===== config.mk =====
export PLATFORM = sky130hd
export DESIGN_NAME = motor_driver_alarm_handler
export DESIGN_NICKNAME = d
export VERILOG_FILES = /design/src/include/alarm_pkg.sv /design/src/hdl/alarm_latch.sv /design/src/hdl/motor_driver_alarm_handler.sv
export VERILOG_INCLUDE_DIRS = /design/src /design/src/include
export SDC_FILE = /design/constraint.sdc
export NUM_CORES = 1
export LEC_CHECK = 0
export BUFFER_PORTS_ARGS = -buffer_cell sky130_fd_sc_hd__buf_4
export CORE_ASPECT_RATIO = 1.25
export CORE_MARGIN = 2
export CORE_UTILIZATION = 43
export CTS_CLUSTER_SIZE = 16
export DETAILED_ROUTE_END_ITERATION = 10
export PLACE_DENSITY_LB_ADDON = 0.25
export SYNTH_ARGS = -nofsm -noshare
export SYNTH_HDL_FRONTEND = slang
export SYNTH_SLANG_ARGS = --single-unit

===== constraint.sdc =====
create_clock -name clk_sys_in -period 2.5 [get_ports clk_sys_in]
set_clock_uncertainty 0.05 [all_clocks]
set_input_delay 0.25 -clock clk_sys_in [delete_from_list [all_inputs] [get_ports clk_sys_in]]
set_output_delay 0.25 -clock clk_sys_in [all_outputs]
set_load 0.03 [all_outputs]

===== src/include/alarm_defs.svh =====
/*
 * Offsets, reset values, field positions and timing counts of the alarm
 * handler. Assumes a 25 MHz system clock and a word-indexed register port.
 */
`ifndef ALARM_DEFS_SVH
`define ALARM_DEFS_SVH

// ==========================================================================
// Register offsets (word indices).
`define REG_OVERLOAD_TIME_LIMIT 16'h0180
`define REG_POSITION_ERROR_LIMIT 16'h0181
`define REG_NETWORK_LOSS_ENABLE 16'h6188
`define REG_ALARM_STATUS 16'h0100
`define REG_HOMING_CHECK_CFG 16'h0101

// ==========================================================================
// Reset values and ranges.
`define RST_OVERLOAD_TIME_LIMIT 32'h0000_0032
`define RST_POSITION_ERROR_LIMIT 32'h0000_012c
`define RST_NETWORK_LOSS_ENABLE 32'h0000_0001
`define RST_HOMING_CHECK_CFG 32'h0000_0003
`define OVERLOAD_TIME_MIN 32'h0000_0001
`define OVERLOAD_TIME_MAX 32'h0000_012c
`define POSITION_LIMIT_MIN 32'h0000_0001
`define POSITION_LIMIT_MAX 32'h0000_7530

// ==========================================================================
// Homing check configuration fields.
`define HOME_CFG_TIMING_BIT 0
`define HOME_CFG_SENSOR_IN_A_BIT 1

// ==========================================================================
// Timing: overload time unit is 0.1 s.
`define CLK_HZ 25000000
`define OVERLOAD_UNIT_MS 100
`define OVERLOAD_UNIT_CYCLES (`CLK_HZ / 1000 * `OVERLOAD_UNIT_MS)

// ==========================================================================
// Alarm status bit positions.
`define ALM_HOMING_SIGNAL 0
`define ALM_OVERTRAVEL 1
`define ALM_SAFE_TORQUE_OFF 2
`define ALM_HOMING_OFFSET 3
`define ALM_MECH_OVERTRAVEL 4
`define ALM_OPERATION_DATA 5
`define ALM_GEAR_SETTING 6
`define ALM_WRAP_SETTING 7
`define ALM_NETWORK_LOSS 8
`define ALM_NETWORK_MODULE 9
`define ALM_PROCESSOR 10
`define ALM_OVERLOAD 11
`define ALM_POSITION_ERROR 12
`define ALM_MOTOR_COMBINATION 13
`define ALM_COUNT 14

`endif


===== src/include/alarm_pkg.sv =====
/*
 * Types of the alarm handler. Assumes alarm_defs.svh for the bit count.
 */
`include "alarm_defs.svh"

package alarm_pkg;

	// ======================================================================
	// Alarm vector and supply kinds.
	typedef logic [`ALM_COUNT-1:0] alarm_vec_t;

	typedef enum logic {
		supply_dc,
		supply_ac
	} supply_kind_e;

endpackage


===== src/hdl/alarm_latch.sv =====
/*
 * One latched alarm bit with its clearing method and excitation class.
 * Assumes the caller supplies a clean one-cycle clear request.
 */
`timescale 1ns/1ps

module alarm_latch #(
	parameter bit CLEARABLE = 1'b1,
	parameter bit KEEP_EXCITED = 1'b1
) (
	input wire logic clk_sys_in,
	input wire logic rst_b_in,
	input wire logic detect_in,
	input wire logic clear_in,
	input wire logic clear_allowed_in,
	output logic active_out,
	output logic deexcite_out
);

	logic alarm_ff;
	logic nxt_alarm;

	// ======================================================================
	// Latch.
	// Detection wins over a clear in the same cycle so no event is lost.
	always_comb begin
		nxt_alarm = alarm_ff;
		if (detect_in) begin
			nxt_alarm = 1'b1;
		end else if (CLEARABLE && clear_in && clear_allowed_in) begin
			nxt_alarm = 1'b0;
		end
	end

	always_ff @(posedge clk_sys_in) begin
		if (!rst_b_in) begin
			alarm_ff <= 1'b0;
		end else begin
			alarm_ff <= nxt_alarm;
		end
	end

	assign active_out = alarm_ff;
	assign deexcite_out = alarm_ff & ~KEEP_EXCITED;

endmodule // alarm_latch


===== src/hdl/motor_driver_alarm_handler.sv =====
/*
 * Alarm handler of a stepper driver: latches faults, drops the status
 * outputs, stops or de-energizes the motor, holds alarm thresholds.
 * Assumes synchronous inputs and a power-on reset standing for a control
 * power cycle.
 */
// Implementation choice: strobed register access.
`timescale 1ns/1ps
`include "alarm_defs.svh"

module motor_driver_alarm_handler
	import alarm_pkg::*;
(
	input wire logic clk_sys_in,
	input wire logic rst_b_in,
	input wire logic [15:0] reg_addr_in,
	input wire logic [31:0] reg_wdata_in,
	input wire logic reg_wr_in,
	input wire logic reg_rd_in,
	output logic [31:0] reg_rdata_out,
	input wire logic fault_clear_in,
	input wire logic safe_torque_off_in_a,
	input wire logic safe_torque_off_in_b,
	input wire logic home_sensor_in,
	input wire logic homing_active_in,
	input wire logic step_timing_out,
	input wire logic zero_phase_out,
	input wire logic sensor_in_a,
	input wire logic overtravel_in,
	input wire logic homing_offset_fault_in,
	input wire logic mech_overtravel_in,
	input wire logic operation_data_fault_in,
	input wire logic gear_setting_fault_in,
	input wire logic wrap_setting_fault_in,
	input wire logic network_connected_in,
	input wire logic network_module_fault_in,
	input wire logic processor_fault_in,
	input wire logic overload_in,
	input wire logic [31:0] position_deviation_in,
	input wire logic motor_supply_ac_in,
	input wire logic motor_small_frame_in,
	input wire logic supply_48v_in,
	input wire logic motion_request_in,
	output logic alarm_ok_out,
	output logic ready_out,
	output logic motion_active_out,
	output logic pulse_accept_ready_out,
	output logic motor_stop_out,
	output logic motor_excite_out
);

	localparam supply_kind_e DRIVER_SUPPLY = supply_dc;
	localparam int OVL_CYC = `OVERLOAD_UNIT_CYCLES;
	// Reset words of the narrow registers; only their low bits are kept.
	localparam logic [31:0] NET_EN_RST = `RST_NETWORK_LOSS_ENABLE;
	localparam logic [31:0] HOME_CFG_RST = `RST_HOMING_CHECK_CFG;

	// ======================================================================
	// Registers.
	logic [31:0] ovl_limit_ff, nxt_ovl_limit;
	logic [31:0] pos_limit_ff, nxt_pos_limit;
	logic net_en_ff, nxt_net_en;
	logic [1:0] home_cfg_ff, nxt_home_cfg;
	logic [31:0] rdata_ff, nxt_rdata;
	alarm_vec_t alarm_act;
	alarm_vec_t alarm_deexc;
	alarm_vec_t detect;

	// Out-of-range writes are clamped so the thresholds stay meaningful.
	always_comb begin
		nxt_ovl_limit = ovl_limit_ff;
		nxt_pos_limit = pos_limit_ff;
		nxt_net_en = net_en_ff;
		nxt_home_cfg = home_cfg_ff;
		nxt_rdata = 32'h0000_0000;
		if (reg_wr_in) begin
			if (reg_addr_in == `REG_OVERLOAD_TIME_LIMIT) begin
				if (reg_wdata_in < `OVERLOAD_TIME_MIN) begin
					nxt_ovl_limit = `OVERLOAD_TIME_MIN;
				end else if (reg_wdata_in > `OVERLOAD_TIME_MAX) begin
					nxt_ovl_limit = `OVERLOAD_TIME_MAX;
				end else begin
					nxt_ovl_limit = reg_wdata_in;
				end
			end else if (reg_addr_in == `REG_POSITION_ERROR_LIMIT) begin
				if (reg_wdata_in < `POSITION_LIMIT_MIN) begin
					nxt_pos_limit = `POSITION_LIMIT_MIN;
				end else if (reg_wdata_in > `POSITION_LIMIT_MAX) begin
					nxt_pos_limit = `POSITION_LIMIT_MAX;
				end else begin
					nxt_pos_limit = reg_wdata_in;
				end
			end else if (reg_addr_in == `REG_NETWORK_LOSS_ENABLE) begin
				nxt_net_en = reg_wdata_in[0];
			end else if (reg_addr_in == `REG_HOMING_CHECK_CFG) begin
				nxt_home_cfg = reg_wdata_in[1:0];
			end
		end
		if (reg_rd_in) begin
			if (reg_addr_in == `REG_OVERLOAD_TIME_LIMIT) begin
				nxt_rdata = ovl_limit_ff;
			end else if (reg_addr_in == `REG_POSITION_ERROR_LIMIT) begin
				nxt_rdata = pos_limit_ff;
			end else if (reg_addr_in == `REG_NETWORK_LOSS_ENABLE) begin
				nxt_rdata = {31'h0000_0000, net_en_ff};
			end else if (reg_addr_in == `REG_HOMING_CHECK_CFG) begin
				nxt_rdata = {30'h0000_0000, home_cfg_ff};
			end else if (reg_addr_in == `REG_ALARM_STATUS) begin
				nxt_rdata = {{(32-`ALM_COUNT){1'b0}}, alarm_act};
			end
		end
	end

	always_ff @(posedge clk_sys_in) begin
		if (!rst_b_in) begin
			ovl_limit_ff <= `RST_OVERLOAD_TIME_LIMIT;
			pos_limit_ff <= `RST_POSITION_ERROR_LIMIT;
			net_en_ff <= NET_EN_RST[0];
			home_cfg_ff <= HOME_CFG_RST[1:0];
			rdata_ff <= 32'h0000_0000;
		end else begin
			ovl_limit_ff <= nxt_ovl_limit;
			pos_limit_ff <= nxt_pos_limit;
			net_en_ff <= nxt_net_en;
			home_cfg_ff <= nxt_home_cfg;
			rdata_ff <= nxt_rdata;
		end
	end

	assign reg_rdata_out = rdata_ff;

	// ======================================================================
	// Overload timer and clear edge.
	logic [31:0] tick_ff, nxt_tick;
	logic [31:0] units_ff, nxt_units;
	logic clr_d_ff, nxt_clr_d;
	logic clear_pulse;

	// The count restarts whenever overload_in drops, so only a continuous
	// overload raises the alarm. The unit count stops at the limit.
	always_comb begin
		nxt_tick = 32'h0000_0000;
		nxt_units = 32'h0000_0000;
		if (overload_in) begin
			nxt_units = units_ff;
			nxt_tick = tick_ff + 32'h0000_0001;
			if (tick_ff == 32'(OVL_CYC - 1)) begin
				nxt_tick = 32'h0000_0000;
				if (units_ff < ovl_limit_ff) begin
					nxt_units = units_ff + 32'h0000_0001;
				end
			end
		end
		nxt_clr_d = fault_clear_in;
	end

	always_ff @(posedge clk_sys_in) begin
		if (!rst_b_in) begin
			tick_ff <= 32'h0000_0000;
			units_ff <= 32'h0000_0000;
			clr_d_ff <= 1'b0;
		end else begin
			tick_ff <= nxt_tick;
			units_ff <= nxt_units;
			clr_d_ff <= nxt_clr_d;
		end
	end

	// Only the rising edge clears, so a held clear cannot mask a new alarm.
	assign clear_pulse = fault_clear_in & ~clr_d_ff;

	// ======================================================================
	// Detection.
	logic home_bad;
	logic stos_ok;
	logic comb_bad;

	// A homing check whose enable bit is 0 is skipped, for machines that
	// do not wire that signal.
	assign home_bad = homing_active_in & home_sensor_in &
		((home_cfg_ff[`HOME_CFG_TIMING_BIT] &
		~(step_timing_out & zero_phase_out)) |
		(home_cfg_ff[`HOME_CFG_SENSOR_IN_A_BIT] & ~sensor_in_a));
	assign stos_ok = safe_torque_off_in_a & safe_torque_off_in_b;
	assign comb_bad = (motor_supply_ac_in != (DRIVER_SUPPLY == supply_ac)) |
		(motor_small_frame_in & supply_48v_in);

	always_comb begin
		detect = '0;
		detect[`ALM_HOMING_SIGNAL] = home_bad;
		detect[`ALM_OVERTRAVEL] = overtravel_in;
		detect[`ALM_SAFE_TORQUE_OFF] = ~stos_ok;
		detect[`ALM_HOMING_OFFSET] = homing_offset_fault_in;
		detect[`ALM_MECH_OVERTRAVEL] = mech_overtravel_in;
		detect[`ALM_OPERATION_DATA] = operation_data_fault_in;
		detect[`ALM_GEAR_SETTING] = gear_setting_fault_in;
		detect[`ALM_WRAP_SETTING] = wrap_setting_fault_in;
		detect[`ALM_NETWORK_LOSS] = net_en_ff & ~network_connected_in;
		detect[`ALM_NETWORK_MODULE] = network_module_fault_in;
		detect[`ALM_PROCESSOR] = processor_fault_in;
		detect[`ALM_OVERLOAD] = overload_in & (units_ff >= ovl_limit_ff);
		detect[`ALM_POSITION_ERROR] = position_deviation_in > pos_limit_ff;
		detect[`ALM_MOTOR_COMBINATION] = comb_bad;
	end

	// ======================================================================
	// Latches: clearable and excitation classes per alarm.
	// A set bit of CLR_MASK lets the fault-clear edge clear that alarm; the
	// others wait for a power cycle. A set bit of EXC_MASK keeps the motor
	// energized while that alarm stands.
	localparam logic [`ALM_COUNT-1:0] CLR_MASK = 14'h393f;
	localparam logic [`ALM_COUNT-1:0] EXC_MASK = 14'h193b;

	// Only the torque-off alarm waits for its inputs before a clear counts.
	alarm_vec_t clear_ok;

	always_comb begin
		clear_ok = '1;
		clear_ok[`ALM_SAFE_TORQUE_OFF] = stos_ok;
	end

	genvar g;
	generate
		for (g = 0; g < `ALM_COUNT; g = g + 1) begin : g_alm
			alarm_latch #(
				.CLEARABLE(CLR_MASK[g]),
				.KEEP_EXCITED(EXC_MASK[g])
			) u_latch (
				.clk_sys_in(clk_sys_in),
				.rst_b_in(rst_b_in),
				.detect_in(detect[g]),
				.clear_in(clear_pulse),
				.clear_allowed_in(clear_ok[g]),
				.active_out(alarm_act[g]),
				.deexcite_out(alarm_deexc[g])
			);
		end
	endgenerate

	// ======================================================================
	// Outputs. They follow the raw detect too, so they drop in the same
	// cycle the fault is seen rather than one cycle later.
	logic any_alarm;
	logic ok_ff, rdy_ff, mov_ff, pls_ff, stop_ff, exc_ff;
	logic nxt_ok, nxt_rdy, nxt_mov, nxt_pls, nxt_stop, nxt_exc;

	always_comb begin
		any_alarm = (|merged_alarms(alarm_act, detect));
		nxt_ok = ~any_alarm;
		nxt_rdy = ~any_alarm;
		nxt_pls = ~any_alarm;
		nxt_mov = ~any_alarm & motion_request_in;
		nxt_stop = any_alarm;
		nxt_exc = ~(|(alarm_deexc | (detect & ~EXC_MASK)));
	end

	// Latched and fresh faults together, so the outputs drop on the edge
	// that first sees a fault.
	function automatic alarm_vec_t merged_alarms(input alarm_vec_t a,
		input alarm_vec_t d);
		merged_alarms = a | d;
	endfunction

	// During reset the motor is held stopped and unexcited.
	always_ff @(posedge clk_sys_in) begin
		if (!rst_b_in) begin
			ok_ff <= 1'b0;
			rdy_ff <= 1'b0;
			mov_ff <= 1'b0;
			pls_ff <= 1'b0;
			stop_ff <= 1'b1;
			exc_ff <= 1'b0;
		end else begin
			ok_ff <= nxt_ok;
			rdy_ff <= nxt_rdy;
			mov_ff <= nxt_mov;
			pls_ff <= nxt_pls;
			stop_ff <= nxt_stop;
			exc_ff <= nxt_exc;
		end
	end

	assign alarm_ok_out = ok_ff;
	assign ready_out = rdy_ff;
	assign motion_active_out = mov_ff;
	assign pulse_accept_ready_out = pls_ff;
	assign motor_stop_out = stop_ff;
	assign motor_excite_out = exc_ff;

endmodule // motor_driver_alarm_handler


==> reports/results.tsv <==
stage	metric	value	unit
sta	rsz0062_at_grt	yes	
cts	cts_tree	yes	
route	wl_per_cell	15.7	um
sta	maxSlewHeadroom	49.2	%
final_layout	num_antenna_cells	0	
cts	cts_inserted_buffers	17	
power	p_comb_share	6.6	%
logic_synthesis	async_reset_ff_share	0	%
sta	finalSetupViolations	0	
placement	place.detailed.hpwl	18000	um
cts	cts.sinks	182	
grt	grt_pass1_wl	39700	um
worst_hold_path	holdPathStages	2	
floorplanning	dieHeight	169	um
setup_path	reg2reg_setup_slack	0.03	ns
setup_path	critPathTopFamily	simple AND/OR/NAND/NOR gates	
setup_path	criticalPathCategory	flip-flop to flip-flop	
setup_path	worstPathRequired	2.77	ns
setup_path	crit_chain	inv_1 > ha_1 > nand4_1 > or3_1 > or2_2 > a2111oi_2 > a211oi_2 > buf_4 > and4_1	
sta	worst_slew_pin_slew	0.759	ns
final_layout	finalNonFillerCells	1576	
placement	pre_cts_ws	-0.0863	ns
route	drt_wl_total	24800	um
floorplanning	dieArea	22900	um2
final_layout	syn_to_final_growth	33.2	%
logic_synthesis	yosys_warnings	0	
floorplanning	fp-row-count	60	
cts	path_clk_slew	0.08	ns
power	leakagePower	5.07	nW
route	num_vias	8490	
logic_synthesis	syn_nets	1253	
logic_synthesis	yosysUniqueCellTypes	60	
cts	cts-root-buf	clkbuf_16	
cts	insertion_delay	0.44	ns
floorplanning	start_util	43.5	%
grt	grt_pass1_vias	8188	
setup_path	start_kind	flip-flop	
power	p_sw_share	25.3	%
power	ir_worst_vdd	0.000474	V
final_layout	fin_util	58.0	%
route	ant_nets	0	
outcome	outcome	finished, final reports clean	
grt	grt_remaining_overflow	0	
final_layout	drive_above_1_share	25.8	%
grt	grt_start_max_net_pins	54	
worst_hold_path	worstHoldStart	reg_wdata_in[9]	
power	sequentialPowerShare	47.7	%
logic_synthesis	syn_area_per_cell	8.61	um2
floorplanning	io_pins	144	
sta	fin_hold_ws	0.0207	ns
sta	hold_violations	0	
cts	cts_buffer_depth	2	
sta	layout_min_cycle_time	2.47	ns
sta	min_period_over_period	98.8	%
setup_path	endpoint_kind	flip-flop	
floorplanning	core-area	21400	um2
setup_path	cp_num_buf_inv	2	
placement	portBuffers	143	
grt	antenna_found_initial	0	
worst_hold_path	holdCritPathClass	input pin to flip-flop	
logic_synthesis	synthFlopType	dfxtp_1	
placement	place_congestion	0.831	
job	maxCapViolations	0	
setup_path	slowest_delay	0.41	ns
setup_path	reg2regPathDepth	9	
power	power.clock.fraction	45.7	%
floorplanning	die_w	136	um
logic_synthesis	ys_ff_latch	182	
final_layout	multi_input_area	5470	um2
sta	slew_violations	0	
grt	track_usage	21.5	%
power	p_sw	1.55	mW
sta	fmax	405	MHz
route	drtIter0Drc	371	
final_layout	seq_area	3660	um2
sta	fin_ws	0.0303	ns
route	remaining_drc_errors	0	
route	first_pass_iters	5	
logic_synthesis	syn_inst	1081	
final_layout	fill_cells	1832	
setup_path	worstReg2RegEnd	motion_active_out	
setup_path	crit_fanout	4	
final_layout	nets	1456	
setup_path	startpoint	ovl_limit_ff[8]	
placement	dp_cells	1520	
logic_synthesis	yosysSeqAreaShare	39.1	%
route	viasPerCell	5.39	
power	p_int	4.58	mW
setup_path	worstReg2RegStart	ovl_limit_ff[8]	
cts	cts-htree-levels	4	
worst_hold_path	hold_path_end	pos_limit_ff[9]	
setup_path	cp.arrival	2.74	ns
setup_path	critPathSlowestCell	a2111oi_2	
logic_synthesis	syn_area	9310	um2
power	power	6.13	mW
power	powerDensity	494	nW/um2
logic_synthesis	synth-edff-count	0	
## cells in the final DEF, fill, tap and decap left out, types with 4 or more instances in the layout
master         netlist  routed
buf_4                3     212
dfxtp_1            182     172
nor2_1             132     131
nand2_1             97      95
inv_1               76      74
ha_1                66      60
a21oi_1             56      54
mux2i_1             48      48
nand4_1             44      44
and3_1              40      40
nand3_1             36      36
or3_1               32      32
nor4_4               3      19
clkbuf_16            0      19
a22oi_1             19      18
xor2_1              17      17
nor3_1              16      14
dlygate4sd3_1        0      14
nor4_2              21      13
nor4_1              20      12
xnor2_1             12      12
and4_1              11      11
o21ai_0             13      11
dfxtp_2              0      10
nor2b_1              9       9
buf_12               0       9
a211oi_1             7       6
ha_4                 0       6
or4_1                5       5
clkinv_8             0       5
and2_1               4       4
o22ai_1              4       4
## flip-flops by register name (all words and copies together), names as in the netlist, 2 cells and up
name and flops:
g_alm.u_latch.active_out 14, home_cfg_ff 2, ovl_limit_ff 32, pos_limit_ff 32, reg_rdata_out 32, tick_ff 32, units_ff 32
## worst max-delay path by stage
stage / endpoint / slack (ns) / cells after the start
3_3_place_gp: units_ff[14] / -0.01 / 9
3_5_place_dp: units_ff[12] / -0.09 / 9
2_1_floorplan: units_ff[24] / 0.10 / 9
6_report: motion_active_out / 0.03 / 9
5_1_grt: motion_active_out / -0.06 / 9
4_1_cts: units_ff[19] / 0.006 / 7
## cells by family after synthesis
group	Yosys count	synth area share, %
mux	49	5.40
xor+xnor	29	2.73
compound gates	128	8.82
simple gates	493	29.2
fa+ha+maj	66	8.87
flops	182	39.1
buf+inv	134	5.87
## worst reg2reg max path, stage by stage, from the launching register on
cell and delay (ns):
dfxtp_1 0.34, inv_1 0.06, ha_1 0.28, nand4_1 0.10, or3_1 0.39, or2_2 0.32, a2111oi_2 0.41, a211oi_2 0.08
buf_4 0.16, and4_1 0.16
## area by class of cell
type                    instances  area share, %
flip-flops and latches        182           29.5
well taps                     279           2.81
multi-input cells             765           44.1
inverters                      77           2.33
clock buffers                  17           3.43
repair buffers                241           16.2
clock inverters                15           1.65
## power groups by stage
stage          clock, mW  sequential (mW)  combinational (mW)
2_1_floorplan          0             2.99               0.176
3_3_place_gp           0             2.99               0.378
3_5_place_dp           0             2.99               0.384
4_1_cts             2.86             2.92               0.402
5_1_grt             2.96             2.93               0.445
6_report            2.80             2.93               0.403
## metrics by stage
stage / instance area (um2) / setup TNS [ns]
2_1_floorplan: 9310 / 0
3_3_place_gp: 11100 / -0.0323
3_5_place_dp: 11100 / -0.709
4_1_cts: 11900 / 0
5_1_grt: 12400 / -0.483
6_report: 12400 / 0
## Yosys cell counts, types with 5 or more instances
| master | n | share of area [%] |
|---|---|---|
| dfxtp_1 | 182 | 39 |
| nor2_1 | 132 | 5.3 |
| nand2_1 | 97 | 3.9 |
| inv_1 | 76 | 3.1 |
| ha_1 | 66 | 8.9 |
| a21oi_1 | 56 | 3.0 |
| mux2i_1 | 48 | 5.2 |
| nand4_1 | 44 | 3.0 |
| and3_1 | 40 | 2.7 |
| clkbuf_1 | 40 | 1.6 |
| nand3_1 | 36 | 1.9 |
| or3_1 | 32 | 2.2 |
| nor4_2 | 21 | 2.8 |
| nor4_1 | 20 | 1.3 |
| a22oi_1 | 19 | 1.5 |
| xor2_1 | 17 | 1.6 |
| nor3_1 | 16 | 0.86 |
| o21ai_0 | 13 | 0.70 |
| xnor2_1 | 12 | 1.1 |
| and4_1 | 11 | 1.0 |
| nor2b_1 | 9 | 0.60 |
| buf_2 | 8 | 0.43 |
| a211oi_1 | 7 | 0.56 |
| nor4b_1 | 5 | 0.47 |
| or4_1 | 5 | 0.40 |
## what timing repair did
action	4_1_cts	5_1_grt
buffers inserted	0	8
setup endpoints to repair	21	37
gates resized for setup	11	57
hold endpoints to repair	14	0
pin swaps	0	12
cloned	0	2
hold buffers	14	0
## metal layers
layer / vias to the layer above / GRT usage [%] / wire length [um]
met4: 0 / 8.61 / 739
met1: 3992 / 26.9 / 10600
li1: 4255 / - / -
met5: - / 0 / 0
met3: 50 / 3.38 / 923
met2: 193 / 37.0 / 12500
Power figures use the tool's default switching activity.
